`src/rtl/ast_pkg.sv`:
```
// constants and types shared by the async serial transceiver
package ast_pkg;
  // Notes on behaviour
  // - line rests at mark, no return between bits
  // - start space, eight or nine data, mark stop
  // - each sent bit lasts one bit period
  // - one 8-bit baud generator feeds both directions
  // - data travel least significant bit first
  // - no hardware parity; ninth bit carries it
  // - transmit needs enable, async, port enable
  // - port enable forces transmit pin to output
  // - port enable forces receive pin to input
  // - setting transmit enable raises buffer-empty flag
  // - buffer write starts transfer into idle shifter
  // - queued character loads one cycle after stop
  // - empty flag clear only when transmit enable off, or busy and queued
  // - empty flag valid second cycle after write
  // - empty flag ignores enable; request needs it
  // - shifter empty status tracks shifter, no interrupt
  // - ninth bit written first, loads with buffer
  // - receive pin sampled sixteen times per bit
  // - finished character enters two-entry receive fifo
  // - receive needs enable, async, port enable
  // - start confirmed at half bit, majority sampling
  // - zero stop sample stores framing error
  // - third character with full fifo sets overrun
  // - address mode keeps only ninth-bit characters

  // timing
  localparam int CLK_PERIOD_NS = 20;
  localparam int INSTR_CYCLE_NS = 20;
  localparam int INSTR_CYCLE_CLKS = (INSTR_CYCLE_NS + CLK_PERIOD_NS - 1) / CLK_PERIOD_NS;
  // register indices on the local port
  localparam logic [2:0] ADDR_TX_STAT = 3'h0;
  localparam logic [2:0] ADDR_RX_STAT = 3'h1;
  localparam logic [2:0] ADDR_BAUD = 3'h2;
  localparam logic [2:0] ADDR_TX_BUF = 3'h3;
  localparam logic [2:0] ADDR_RX_BUF = 3'h4;
  localparam logic [2:0] ADDR_PIN_CTRL = 3'h5;
  localparam logic [2:0] ADDR_IRQ_EN = 3'h6;
  localparam logic [2:0] ADDR_IRQ_FLAG = 3'h7;
  // transmit_status_control fields
  localparam int TX9_BIT = 6;
  localparam int TRANSMIT_ENABLE_BIT = 5;
  localparam int SYNC_BIT = 4;
  localparam int HIGH_SPEED_BAUD_SELECT_BIT = 2;
  localparam int SHIFTER_EMPTY_STATUS_BIT = 1;
  localparam int TRANSMIT_NINTH_BIT_BIT = 0;
  localparam logic [7:0] TX_STAT_WMASK = 8'hf5;
  // receive_status_control fields
  localparam int SERIAL_PORT_ENABLE_BIT = 7;
  localparam int RX9_BIT = 6;
  localparam int CONTINUOUS_RECEIVE_ENABLE_BIT = 4;
  localparam int ADDRESS_DETECT_ENABLE_BIT = 3;
  localparam int FRAMING_ERROR_STATUS_BIT = 2;
  localparam int OVERRUN_ERROR_STATUS_BIT = 1;
  localparam int RECEIVE_NINTH_BIT_BIT = 0;
  localparam logic [7:0] RX_STAT_WMASK = 8'hf8;
  // pin control fields, 1 in a direction bit means input
  localparam int TX_DIR_BIT = 0;
  localparam int RX_DIR_BIT = 1;
  localparam int TX_LATCH_BIT = 2;
  localparam int RX_LATCH_BIT = 3;
  localparam int TX_LEVEL_BIT = 4;
  localparam int RX_LEVEL_BIT = 5;
  // reset values
  localparam logic [7:0] TX_STAT_RESET = 8'h02;
  localparam logic [7:0] RX_STAT_RESET = 8'h00;
  localparam logic [7:0] BAUD_RESET = 8'h00;
  localparam logic [8:0] TX_BUF_RESET = 9'h000;
  localparam logic [3:0] PIN_CTRL_RESET = 4'h3;
  // oversampling and framing
  localparam logic [3:0] LAST_TICK = 4'hf;
  localparam logic [3:0] VOTE_A = 4'h7;
  localparam logic [3:0] VOTE_B = 4'h8;
  localparam logic [3:0] VOTE_C = 4'h9;
  localparam logic [1:0] LOW_SPEED_LAST = 2'h3;
  localparam logic [3:0] FRAME_BITS_8 = 4'ha;
  localparam logic [3:0] FRAME_BITS_9 = 4'hb;
  localparam logic [3:0] DATA_BITS_8 = 4'h8;
  localparam logic [3:0] DATA_BITS_9 = 4'h9;
  localparam logic [1:0] FIFO_DEPTH = 2'h2;

  typedef enum {AST_RX_IDLE, AST_RX_START, AST_RX_DATA, AST_RX_STOP} ast_rx_state_t;
endpackage : ast_pkg

```
`src/rtl/ast_rx_if.sv`:
```
// link from receive data recovery to the receive fifo
`timescale 1ns/1ps
interface ast_rx_if;
  logic charValid; // one-cycle pulse, character complete
  logic [8:0] charData; // received bits, ninth on top
  logic charFerr; // stop bit sampled as space
  modport rcv (output charValid, output charData, output charFerr);
  modport core (input charValid, input charData, input charFerr);
endinterface : ast_rx_if

```
`src/rtl/ast_transceiver.sv`:
```
// async serial transceiver: registers, baud, transmit, fifo, pins
`timescale 1ns/1ps
module ast_transceiver
  import ast_pkg::*;
(
  input wire logic clk,
  input wire logic rst,
  input wire logic [2:0] regAddr,
  input wire logic [7:0] regWrData,
  input wire logic regWr,
  input wire logic regRd,
  output logic [7:0] regRdData,
  input wire logic txPinIn,
  output logic txPinOut,
  output logic txPinOe,
  input wire logic rxPinIn,
  output logic rxPinOut,
  output logic rxPinOe,
  output logic txIrqReq,
  output logic rxIrqReq
);
  // software-visible state
  logic [7:0] txStat_q; // transmit_status_control
  logic [7:0] rxStat_q; // receive_status_control, control part
  logic [7:0] baud_q; // baud_divider
  logic [8:0] txBuf_q; // transmit_buffer plus ninth bit
  logic [3:0] pinCtrl_q; // direction and latch of both pins
  logic [1:0] irqEn_q; // bit0 transmit, bit1 receive
  logic [7:0] rdData_q;
  logic [7:0] rdMux;
  // transmit state
  logic bufFull_q; // a character waits in the buffer
  logic bufLag_q; // delayed copy for the flag
  logic txBusy_q; // shifter holds a character
  logic [10:0] txShift_q; // transmit_shifter
  logic [3:0] txLeft_q; // frame bits still to send
  logic [3:0] txTick_q; // position inside a bit
  // baud generator
  logic [7:0] preCnt_q;
  logic [1:0] quarter_q;
  logic sampleTick_q;
  // receive fifo
  logic [9:0] fifoMem_q [2]; // {framing error, nine data bits}
  logic fifoRd_q;
  logic [1:0] fifoCnt_q;
  logic overrun_error_status_q; // overrun_error_status
  // pins
  logic [1:0] rxSync_q;
  logic [1:0] txSync_q;
  logic txPinOut_q, txPinOe_q, rxPinOut_q, rxPinOe_q;
  // decoded controls
  logic serial_port_enable, syncMode, txActive, rxActive, nineTx, nineRx;
  logic txWrite, txLoad, txBitEnd, txFlag, rxFlag;
  logic accept, push, pop, overrunEvt, wrIdx;
  logic [9:0] top;

  ast_rx_if rxLink ();

  // register port decode, used for every strobe
  function automatic logic hit(input logic [2:0] a, input logic [2:0] r);
    return a == r;
  endfunction : hit

  assign serial_port_enable = rxStat_q[SERIAL_PORT_ENABLE_BIT];
  assign syncMode = txStat_q[SYNC_BIT];
  assign txActive = txStat_q[TRANSMIT_ENABLE_BIT] & !syncMode & serial_port_enable;
  assign rxActive = rxStat_q[CONTINUOUS_RECEIVE_ENABLE_BIT] & !syncMode & serial_port_enable;
  assign nineTx = txStat_q[TX9_BIT];
  assign nineRx = rxStat_q[RX9_BIT];
  assign txWrite = regWr & hit(regAddr, ADDR_TX_BUF);

  // control registers; status bits are not stored here
  always_ff @(posedge clk or posedge rst) begin
    if (rst) begin
      txStat_q <= TX_STAT_RESET & TX_STAT_WMASK;
      rxStat_q <= RX_STAT_RESET;
      baud_q <= BAUD_RESET;
      pinCtrl_q <= PIN_CTRL_RESET;
      irqEn_q <= 2'h0;
    end else if (regWr) begin
      if (hit(regAddr, ADDR_TX_STAT)) txStat_q <= regWrData & TX_STAT_WMASK;
      if (hit(regAddr, ADDR_RX_STAT)) rxStat_q <= regWrData & RX_STAT_WMASK;
      if (hit(regAddr, ADDR_BAUD)) baud_q <= regWrData;
      if (hit(regAddr, ADDR_PIN_CTRL)) pinCtrl_q <= regWrData[3:0];
      if (hit(regAddr, ADDR_IRQ_EN)) irqEn_q <= regWrData[1:0];
    end
  end

  // read mux; reserved bits and unmapped lanes read zero
  always_comb begin
    rdMux = 8'h00;
    unique case (regAddr)
      ADDR_TX_STAT: begin
        rdMux = txStat_q;
        rdMux[SHIFTER_EMPTY_STATUS_BIT] = !txBusy_q;
      end
      ADDR_RX_STAT: begin
        rdMux = rxStat_q;
        rdMux[FRAMING_ERROR_STATUS_BIT] = top[9];
        rdMux[OVERRUN_ERROR_STATUS_BIT] = overrun_error_status_q;
        rdMux[RECEIVE_NINTH_BIT_BIT] = top[8];
      end
      ADDR_BAUD: rdMux = baud_q;
      ADDR_TX_BUF: rdMux = 8'h00; // write only
      ADDR_RX_BUF: rdMux = top[7:0];
      ADDR_PIN_CTRL: begin
        rdMux[3:0] = pinCtrl_q;
        rdMux[TX_LEVEL_BIT] = txSync_q[1];
        rdMux[RX_LEVEL_BIT] = rxSync_q[1];
      end
      ADDR_IRQ_EN: rdMux[1:0] = irqEn_q;
      ADDR_IRQ_FLAG: rdMux[1:0] = {rxFlag, txFlag};
    endcase
  end

  // read data stand only in the cycle after the strobe
  always_ff @(posedge clk or posedge rst) begin
    if (rst) rdData_q <= 8'h00;
    else rdData_q <= regRd ? rdMux : 8'h00;
  end
  assign regRdData = rdData_q;

  // baud generator: divider+1 clocks per tick, quartered at low speed
  always_ff @(posedge clk or posedge rst) begin
    if (rst) begin
      preCnt_q <= 8'h00;
      quarter_q <= 2'h0;
      sampleTick_q <= 1'b0;
    end else if (!serial_port_enable) begin
      preCnt_q <= baud_q;
      quarter_q <= 2'h0;
      sampleTick_q <= 1'b0;
    end else begin
      sampleTick_q <= 1'b0;
      if (preCnt_q == 8'h00) begin
        preCnt_q <= baud_q;
        quarter_q <= quarter_q + 2'h1;
        if (txStat_q[HIGH_SPEED_BAUD_SELECT_BIT] || quarter_q == LOW_SPEED_LAST) sampleTick_q <= 1'b1;
      end else begin
        preCnt_q <= preCnt_q - 8'h01;
      end
    end
  end

  // transmit buffer; a new write wins over the move out
  assign txLoad = txActive & bufFull_q & !txBusy_q;
  always_ff @(posedge clk or posedge rst) begin
    if (rst) begin
      txBuf_q <= TX_BUF_RESET;
      bufFull_q <= 1'b0;
    end else begin
      if (txWrite) txBuf_q <= {txStat_q[TRANSMIT_NINTH_BIT_BIT], regWrData};
      if (!txActive) bufFull_q <= 1'b0;
      else if (txWrite) bufFull_q <= 1'b1;
      else if (txLoad) bufFull_q <= 1'b0;
    end
  end

  // flag lags the buffer by one flop, so it is valid from the
  // second cycle after a write; polling sooner sees stale state.
  // a character that moves straight into an idle shifter never
  // waits, so it must not pull the flag low for a cycle
  always_ff @(posedge clk or posedge rst) begin
    if (rst) bufLag_q <= 1'b0;
    else bufLag_q <= bufFull_q & !txLoad;
  end
  assign txFlag = txStat_q[TRANSMIT_ENABLE_BIT] & !bufLag_q;
  assign txIrqReq = txFlag & irqEn_q[0];

  // transmit shifter; shifts in marks so the line idles high
  assign txBitEnd = sampleTick_q && txTick_q == LAST_TICK;
  always_ff @(posedge clk or posedge rst) begin
    if (rst) begin
      txBusy_q <= 1'b0;
      txShift_q <= '1;
      txLeft_q <= 4'h0;
      txTick_q <= 4'h0;
    end else if (!txActive) begin
      // disabling aborts a character in flight
      txBusy_q <= 1'b0;
      txShift_q <= '1;
      txLeft_q <= 4'h0;
      txTick_q <= 4'h0;
    end else if (txLoad) begin
      // stop, optional ninth, data, start; no parity bit
      txShift_q <= {1'b1, nineTx ? txBuf_q[8] : 1'b1, txBuf_q[7:0], 1'b0};
      txLeft_q <= nineTx ? FRAME_BITS_9 : FRAME_BITS_8;
      txBusy_q <= 1'b1;
      txTick_q <= 4'h0;
    end else if (txBusy_q && sampleTick_q) begin
      txTick_q <= txTick_q + 4'h1;
      if (txBitEnd) begin
        txShift_q <= {1'b1, txShift_q[10:1]};
        txLeft_q <= txLeft_q - 4'h1;
        if (txLeft_q == 4'h1) txBusy_q <= 1'b0;
      end
    end
  end

  // pin synchronisers; the first stage feeds only the second
  always_ff @(posedge clk or posedge rst) begin
    if (rst) begin
      rxSync_q <= 2'h3;
      txSync_q <= 2'h3;
    end else begin
      rxSync_q <= {rxSync_q[0], rxPinIn};
      txSync_q <= {txSync_q[0], txPinIn};
    end
  end

  // receiver; runs from the shared 16x tick
  ast_rx_recovery u_rx (
    .clk(clk),
    .rst(rst),
    .enable(rxActive),
    .nineBit(nineRx),
    .sampleTick(sampleTick_q),
    .rxLevel(rxSync_q[1]),
    .rxOut(rxLink.rcv)
  );

  // fifo control; a read frees a slot in the same cycle
  assign accept = rxLink.charValid & rxActive &
    (!rxStat_q[ADDRESS_DETECT_ENABLE_BIT] | !nineRx | rxLink.charData[8]);
  assign pop = regRd & hit(regAddr, ADDR_RX_BUF) & (fifoCnt_q != 2'h0);
  assign push = accept & !overrun_error_status_q & (fifoCnt_q != FIFO_DEPTH | pop);
  assign overrunEvt = accept & !overrun_error_status_q & fifoCnt_q == FIFO_DEPTH & !pop;
  assign wrIdx = fifoRd_q ^ (fifoCnt_q == 2'h1);
  assign top = fifoMem_q[fifoRd_q];

  // fifo storage; each entry keeps its own framing error
  always_ff @(posedge clk or posedge rst) begin
    if (rst) begin
      fifoMem_q[0] <= 10'h000;
      fifoMem_q[1] <= 10'h000;
    end else if (!serial_port_enable) begin
      fifoMem_q[0] <= 10'h000;
      fifoMem_q[1] <= 10'h000;
    end else if (push) begin
      fifoMem_q[wrIdx] <= {rxLink.charFerr, rxLink.charData};
    end
  end

  // fifo pointers; port disable empties it
  always_ff @(posedge clk or posedge rst) begin
    if (rst) begin
      fifoRd_q <= 1'b0;
      fifoCnt_q <= 2'h0;
    end else if (!serial_port_enable) begin
      fifoRd_q <= 1'b0;
      fifoCnt_q <= 2'h0;
    end else begin
      if (pop) fifoRd_q <= !fifoRd_q;
      if (push && !pop) fifoCnt_q <= fifoCnt_q + 2'h1;
      else if (pop && !push) fifoCnt_q <= fifoCnt_q - 2'h1;
    end
  end

  // overrun: set wins; clearing receive or port enable, or setting sync mode, clears
  always_ff @(posedge clk or posedge rst) begin
    if (rst) overrun_error_status_q <= 1'b0;
    else if (overrunEvt) overrun_error_status_q <= 1'b1;
    else if (!rxActive) overrun_error_status_q <= 1'b0;
  end

  assign rxFlag = rxActive & (fifoCnt_q != 2'h0);
  assign rxIrqReq = rxFlag & irqEn_q[1];

  // pin drivers; port enable overrides direction and latch
  always_ff @(posedge clk or posedge rst) begin
    if (rst) begin
      txPinOut_q <= 1'b1;
      txPinOe_q <= 1'b0;
      rxPinOut_q <= 1'b0;
      rxPinOe_q <= 1'b0;
    end else begin
      txPinOut_q <= serial_port_enable ? txShift_q[0] : pinCtrl_q[TX_LATCH_BIT];
      txPinOe_q <= serial_port_enable | !pinCtrl_q[TX_DIR_BIT];
      rxPinOut_q <= serial_port_enable ? 1'b0 : pinCtrl_q[RX_LATCH_BIT];
      rxPinOe_q <= !serial_port_enable & !pinCtrl_q[RX_DIR_BIT];
    end
  end
  assign txPinOut = txPinOut_q;
  assign txPinOe = txPinOe_q;
  assign rxPinOut = rxPinOut_q;
  assign rxPinOe = rxPinOe_q;
endmodule : ast_transceiver

```
`src/rtl/ast_rx_recovery.sv`:
```
// receive data recovery: start detect, majority vote, shifter
`timescale 1ns/1ps
module ast_rx_recovery
  import ast_pkg::*;
(
  input wire logic clk,
  input wire logic rst,
  input wire logic enable,
  input wire logic nineBit,
  input wire logic sampleTick,
  input wire logic rxLevel,
  ast_rx_if.rcv rxOut
);
  ast_rx_state_t state_q; // recovery state
  logic [3:0] tick_q; // position inside a bit
  logic [3:0] bits_q; // data bits taken
  logic [8:0] shift_q; // receive_shifter
  logic [1:0] votes_q; // first two votes
  logic prev_q; // last sample, for edge find
  logic valid_q;
  logic [8:0] data_q;
  logic framing_error_status_q;
  logic vote;

  // majority of three samples around the bit centre
  function automatic logic vote3(input logic a, input logic b, input logic c);
    return (a & b) | (a & c) | (b & c);
  endfunction : vote3

  assign vote = vote3(votes_q[0], votes_q[1], rxLevel);

  // one sequencer; abandons at once when disabled
  always_ff @(posedge clk or posedge rst) begin
    if (rst) begin
      state_q <= AST_RX_IDLE;
      tick_q <= 4'h0;
      bits_q <= 4'h0;
      shift_q <= 9'h000;
      votes_q <= 2'h0;
      prev_q <= 1'b1;
      valid_q <= 1'b0;
      data_q <= 9'h000;
      framing_error_status_q <= 1'b0;
    end else begin
      valid_q <= 1'b0;
      if (sampleTick) prev_q <= rxLevel;
      if (!enable) begin
        state_q <= AST_RX_IDLE;
      end else if (sampleTick) begin
        tick_q <= tick_q + 4'h1;
        if (tick_q == VOTE_A) votes_q[0] <= rxLevel;
        if (tick_q == VOTE_B) votes_q[1] <= rxLevel;
        unique case (state_q)
          AST_RX_IDLE: begin
            // falling edge: this sample is tick zero
            if (prev_q && !rxLevel) begin
              state_q <= AST_RX_START;
              tick_q <= 4'h1;
            end
          end
          AST_RX_START: begin
            // still low at the centre, or quietly give up
            if (tick_q == VOTE_C) begin
              state_q <= vote ? AST_RX_IDLE : AST_RX_DATA;
              bits_q <= 4'h0;
            end
          end
          AST_RX_DATA: begin
            if (tick_q == VOTE_C) begin
              shift_q <= {vote, shift_q[8:1]};
              bits_q <= bits_q + 4'h1;
              if (bits_q + 4'h1 == (nineBit ? DATA_BITS_9 : DATA_BITS_8)) begin
                state_q <= AST_RX_STOP;
              end
            end
          end
          AST_RX_STOP: begin
            if (tick_q == VOTE_C) begin
              state_q <= AST_RX_IDLE;
              valid_q <= 1'b1;
              data_q <= nineBit ? shift_q : {1'b0, shift_q[8:1]};
              framing_error_status_q <= !vote;
            end
          end
        endcase
      end
    end
  end

  assign rxOut.charValid = valid_q;
  assign rxOut.charData = data_q;
  assign rxOut.charFerr = framing_error_status_q;
endmodule : ast_rx_recovery

```
`config.mk`:
```
export PLATFORM = sky130hd
export DESIGN_NAME = ast_transceiver
export DESIGN_NICKNAME = d
export VERILOG_FILES = /design/src/rtl/ast_pkg.sv /design/src/rtl/ast_rx_if.sv /design/src/rtl/ast_transceiver.sv /design/src/rtl/ast_rx_recovery.sv
export SDC_FILE = /design/constraint.sdc
export NUM_CORES = 1
export LEC_CHECK = 0
export ABC_CLOCK_PERIOD_IN_PS = 2900
export BUFFER_PORTS_ARGS = -buffer_cell sky130_fd_sc_hd__buf_2
export CAP_MARGIN = 20
export CELL_PAD_IN_SITES_DETAIL_PLACEMENT = 0
export CELL_PAD_IN_SITES_GLOBAL_PLACEMENT = 2
export CORE_ASPECT_RATIO = 0.8
export CORE_MARGIN = 5
export CORE_UTILIZATION = 37
export CTS_BUF_LIST = sky130_fd_sc_hd__clkbuf_4 sky130_fd_sc_hd__clkbuf_8 sky130_fd_sc_hd__clkbuf_16
export CTS_CLUSTER_DIAMETER = 50
export DETAILED_ROUTE_END_ITERATION = 10
export GPL_ROUTABILITY_DRIVEN = 0
export GPL_TIMING_DRIVEN = 0
export PLACE_DENSITY_LB_ADDON = 0.1
export SLEW_MARGIN = 0
export SYNTH_ARGS = -nofsm -noshare
export SYNTH_HDL_FRONTEND = slang
export SYNTH_HIERARCHICAL = 1
export SYNTH_SLANG_ARGS = --single-unit
```
`constraint.sdc`:
```
create_clock -name clk -period 2.9 [get_ports clk]
set_clock_uncertainty 0.2 [all_clocks]
set_input_delay 0.145 -clock clk [delete_from_list [all_inputs] [get_ports clk]]
set_output_delay 0.145 -clock clk [all_outputs]
set_load 0.05 [all_outputs]
```
-- After elaboration in Yosys (flattened, before gate mapping)
Index checks and enable logic that the tools add are counted.
W data, S select, Z words.
- $lt $le $gt $ge: 3
- reduce and logical (&&, ||, !) cells: 41
- mux-type cells: 69
- bitwise operators: 33
- add/sub/neg operators: 8
- equality and inequality tests: 37
- operator list (operator ; count):
    $mux W32 ; 7
    $pmux W32 S4 ; 1
    $eq A32 B2 Y1 const B ; 2
    $mux W11 ; 4
    $mux W4 ; 11
    $mux W10 ; 4
    $mux W20 ; 2
    $eq A32 B1 Y1 const B ; 1
    $logic_not A32 Y1 ; 1
    $and A1 B1 Y1 ; 24
    $mux W1 ; 24
    $mux W8 ; 3
    $bwmux W20 ; 1
    $pmux W4 S5 ; 1
    $pmux W2 S8 ; 1
    $logic_not A1 Y1 ; 15
    $ne A3 B1 Y1 const B ; 5
    $ne A3 B2 Y1 const B ; 5
    $reduce_and A2 Y1 ; 7
    $add A4 B1 Y4 const B ; 3
    $eq A3 B3 Y1 const B ; 4
    $eq A4 B4 Y1 const B ; 3
    $mux W2 ; 6
    $ne A2 B1 Y1 const B ; 6
    other kinds (30) ; 50
- output and inout bits: 14
- logic and storage cells: 228
- register bits after elaboration: 170
- input port bits: 17

-- Logic depth before layout (Yosys ltp)
- depth in word-level cells: 12
- gate-level depth with buffers: 8

-- Modules after synthesis
The synthesis kept the hierarchy.
- modules (own cells, without submodules) (module ; cells an instance ; instances ; area each (µm²) ; seq. area each (µm²)):
    ast_transceiver ; 462 ; 1 ; 5084.9 ; 2673.8
    ast_rx_recovery ; 157 ; 1 ; 1670.4 ; 827.0

-- Worst setup path after synthesis
Ideal clock, no wire load.
- kind: register to register
- start: reg txStat_q[4]
- end: reg u_rx.votes_q[0]
- arrival time: 1.627 ns
- buffers on the path: 1
- setup slack: 0.948 ns
- required time: 2.575 ns
- cell stages (with the launch flop): 7
- clock period less this slack: 1.952 ns
- cell sequence: dfrtp_1 nand3b_1 inv_1 clkbuf_1 nand3_1 nor3b_1 mux2_2
- cells in the longest elaborated chain, start to end: 4
- RTL lines (what ; line ; RTL):
    start: declaration ; ast_transceiver.sv:23 ; logic [7:0] txStat_q;
    start signal: assignment ; ast_transceiver.sv:75 ; txStat_q <= TX_STAT_RESET & TX_STAT_WMASK;
    start signal: assignment ; ast_transceiver.sv:81 ; if (hit(regAddr, ADDR_TX_STAT)) txStat_q <= regWrData & TX_STAT_WMASK;
    $logic_not A1 Y1 ; ast_transceiver.sv:67 ; assign rxActive = rxStat_q[CONTINUOUS_RECEIVE_ENABLE_BIT] & !syncMode & serial_port_enable;
    $and A1 B1 Y1 (2 in a row) ; ast_transceiver.sv:67 ;
    net rxActive ; ast_transceiver.sv:52 ; logic serial_port_enable, syncMode, txActive, rxActive, nineTx, nineRx;
    $reduce_and A3 Y1 (no line) ; - ;
    end signal: assignment ; ast_rx_recovery.sv:51 ; if (tick_q == VOTE_A) votes_q[0] <= rxLevel;
    end: declaration ; ast_rx_recovery.sv:18 ; logic [1:0] votes_q;
The timed path passes the listed nets, and every way through them passes these cells.
A chain may end at the register's enable or synchronous reset.

-- Worst setup path in the final report
- start: reg rxStat_q[7]
- end: reg u_rx.votes_q[1]
- cells in the longest elaborated chain, start to end: 2
- RTL lines (what ; line ; RTL):
    start: declaration ; ast_transceiver.sv:24 ; logic [7:0] rxStat_q;
    start signal: assignment ; ast_transceiver.sv:82 ; if (hit(regAddr, ADDR_RX_STAT)) rxStat_q <= regWrData & RX_STAT_WMASK;
    $and A1 B1 Y1 ; ast_transceiver.sv:67 ;
    net rxActive ; ast_transceiver.sv:52 ;
    $reduce_and A3 Y1 (no line) ; - ;
    end signal: assignment ; ast_rx_recovery.sv:52 ; if (tick_q == VOTE_B) votes_q[1] <= rxLevel;
The timed path passes the listed nets, and every way through them passes these cells.

==> reports/metrics.cfg <==
[outcome]
status=finished, final reports clean

[sta]
tightest_slew_ps=825
setup_tns_ps=0
relSlewSlack_pct=44.9
slew_violations=0
hold_viol_final=0
fmax_mhz=411
min_period_over_period_pct=83.8
setup_violations=0
grt_setup_unrepaired=false
fin_crit_ps=2430

[worst_setup_path]
r2r_slack_ps=470
timing.rr.end=u_rx/votes_q[1]
reg2regPathDepth=6
start_kind=flip-flop
criticalPathCategory=reg -> reg
cp_max_fo=10
required_ps=3020
endpoint_kind=flip-flop
arrival_ps=2550
r2r_start=rxStat_q[7]

[clock_network]
post_cts_buffers=0
cts_tree=built
post_cts_resized=0
cts_sinks=139
htreeDepth=4
ctsHoldBuffers=15
cts-root-buf=clkbuf_16
path_clk_slew_ps=70
clkLatencyLatePin_ps=430
cts_made_buffers=17
clockBufferDepth=2

[drt]
via_count=4770
drc=0
drt_wl_total_um=16500
firstDrtPassIters=5
via_per_inst=5.14
wl_per_cell_um=17.7
ant_nets=0
drtIter0Drc=305

[layout]
fillers=1731
diodes=0
area_delta_synth_final_pct=18.3
drive_above_1_share_pct=21.9
nNetsFinal=715

[global_route]
antenna_found_initial=0
grt_overflow_total=0
grt_pass1_wl_um=26800
grt_pass1_vias=4806
grt_max_degree=39
groute.usage.overall_pct=16.4

[synthesis]
synthCells=619
yosysSeqAreaShare_pct=51.8
synth_edf_count=0
netlist_area_sq_um=6760
synth-async-reset-ratio_pct=100
yosys.cell_types.count=58
synth_ff_type=dfrtp_1
synth_top_area_share_pct=44.8
yosys.area.top_type=dfrtp_1
synth_nets=649
avgSynthCellArea_sq_um=10.9
synthTopCellsByArea=dfrtp_1, dfstp_2, mux2i_1
ys_seq_elements=139
yosys_warnings=6

[place]
hpwlAfterDp_um=11600
portBuffers=29

[flow_run]
max_cap_violations=0

[min_path]
hold_depth=4
min-delay-start=regAddr[1]
min_to=regRdData[5]
min_path_type=in -> reg

[floorplanning]
die_x_um=161
dieArea_sq_um=21100
pin_count=31
die_h_um=131
core_area_sq_um=18100
initial_utilization_pct=37.4
fp-row-count=44

[pwr]
peakVddDrop_mv=0.302
leakagePower_nw=3.56
total_power_mw=5.32
powerDensity_nw_per_um2=666

## worst max-delay path, cell delays in order, from the launching register on
cell	delay (ps)
dfrtp_1	490
nand3b_1	290
inv_1	190
clkbuf_1	350
nand2_1	250
nor2_1	210
mux2_2	340
## registers in the layout, indices dropped and copies added, names as in the netlist, 2 cells and up
| register | flops |
|---|---|
| fifoMem_q | 20 |
| rxStat_q | 5 |
| fifoCnt_q | 2 |
| u_rx/bits_q | 4 |
| txTick_q | 4 |
| irqEn_q | 2 |
| preCnt_q | 8 |
| baud_q | 8 |
| pinCtrl_q | 4 |
| u_rx/shift_q | 9 |
| u_rx/state_q | 2 |
| quarter_q | 2 |
| u_rx/tick_q | 4 |
| txSync_q | 2 |
| u_rx/rxOut.charData | 9 |
| regRdData | 8 |
| u_rx/votes_q | 2 |
| txBuf_q | 9 |
| rxSync_q | 2 |
| txLeft_q | 4 |
| txStat_q | 6 |
| txShift_q | 10 |
## cell usage after synthesis (all sizes together), types with 10 or more instances
master	count
mux2i	44
dfrtp	121
dfstp	18
nor3	13
and3	11
inv	21
o21ai	50
nand2	75
buf	15
nor2	36
clkbuf	18
nor2b	10
mux2	48
ha	13
a211oi	10
nand3	14
a21oi	17
## layout by cell type, fill, tap and decap left out, types with 10 or more instances in the layout
master         instances
nor2b_1               10
mux2i_1               44
nand2_1               75
mux2_2                39
ha_1                  13
nor3_1                13
buf_2                 38
dfrtp_1              121
clkbuf_1              18
a21oi_1               17
nor2_1                36
nand3_1               14
a211oi_1              10
and3_1                11
clkbuf_16             17
dfstp_2               18
inv_1                 20
dlygate4sd3_1         15
o21ai_0               47
## worst max path at each step
stage	start	to	slack (ps)	cells past startpoint
2_1_floorplan	txStat_q[4]	u_rx/votes_q[0]	950	6
3_3_place_gp	rxStat_q[7]	u_rx/votes_q[1]	440	6
3_5_place_dp	rxStat_q[7]	u_rx/votes_q[1]	440	6
4_1_cts	rxStat_q[7]	u_rx/votes_q[1]	410	6
5_1_grt	rxStat_q[7]	u_rx/votes_q[1]	240	6
6_report	rxStat_q[7]	u_rx/votes_q[1]	470	6
## cell families after synthesis
kind of cell / share of synthesized area, %
AND/OR/NAND/NOR: 15.2
flip-flops: 51.8
AO/OA/AOI/OAI: 9.56
multiplexers: 15.4
buffers and inverters: 3.72
XOR/XNOR: 1.82
adder cells (fa/ha/maj): 2.56
## stage by stage
step / setup WS [ps] / cell area, sq um / hold slack [ps] / util (%) / instances
2_1_floorplan: 948 / 6760 / -50.5 / - / 619
5_1_grt: 243 / 7990 / 95.2 / 44.3 / 928
6_report: 469 / 7990 / 70.1 / 44.3 / 928
4_1_cts: 410 / 7990 / 38.7 / 44.3 / 928
3_3_place_gp: 443 / 7190 / 52.4 / 39.8 / 878
3_5_place_dp: 436 / 7260 / 5.64 / 40.2 / 881
## area by class of cell
cell class	instances	area, sq um	share of cell area [%]
inverter	21	82.6	1.03
clock inverter	13	130	1.63
multi-input combinational	426	3000	37.6
timing repair buffer	47	363	4.54
clock buffer	19	453	5.67
tap	230	288	3.60
buffer	33	173	2.16
sequential	139	3500	43.8
## where the power goes
group          switching (mW)  internal (mW)  total, mW
logic                   0.484          0.335      0.819
registers               0.192           2.15       2.34
clock network           0.920           1.24       2.16
total                    1.60           3.73       5.32
## layer usage
metal / vias up / wire [um] / part of all wire, % / global-route usage (%)
li1: 2312 / - / - / -
met1: 2348 / 8540 / 52 / 24.1
met2: 95 / 7030 / 43 / 24.4
met3: 15 / 687 / 4.2 / 3.45
met4: 0 / 202 / 1.2 / 5.12
met5: - / 0 / 0 / 0
Power figures use the tool's default switching activity.
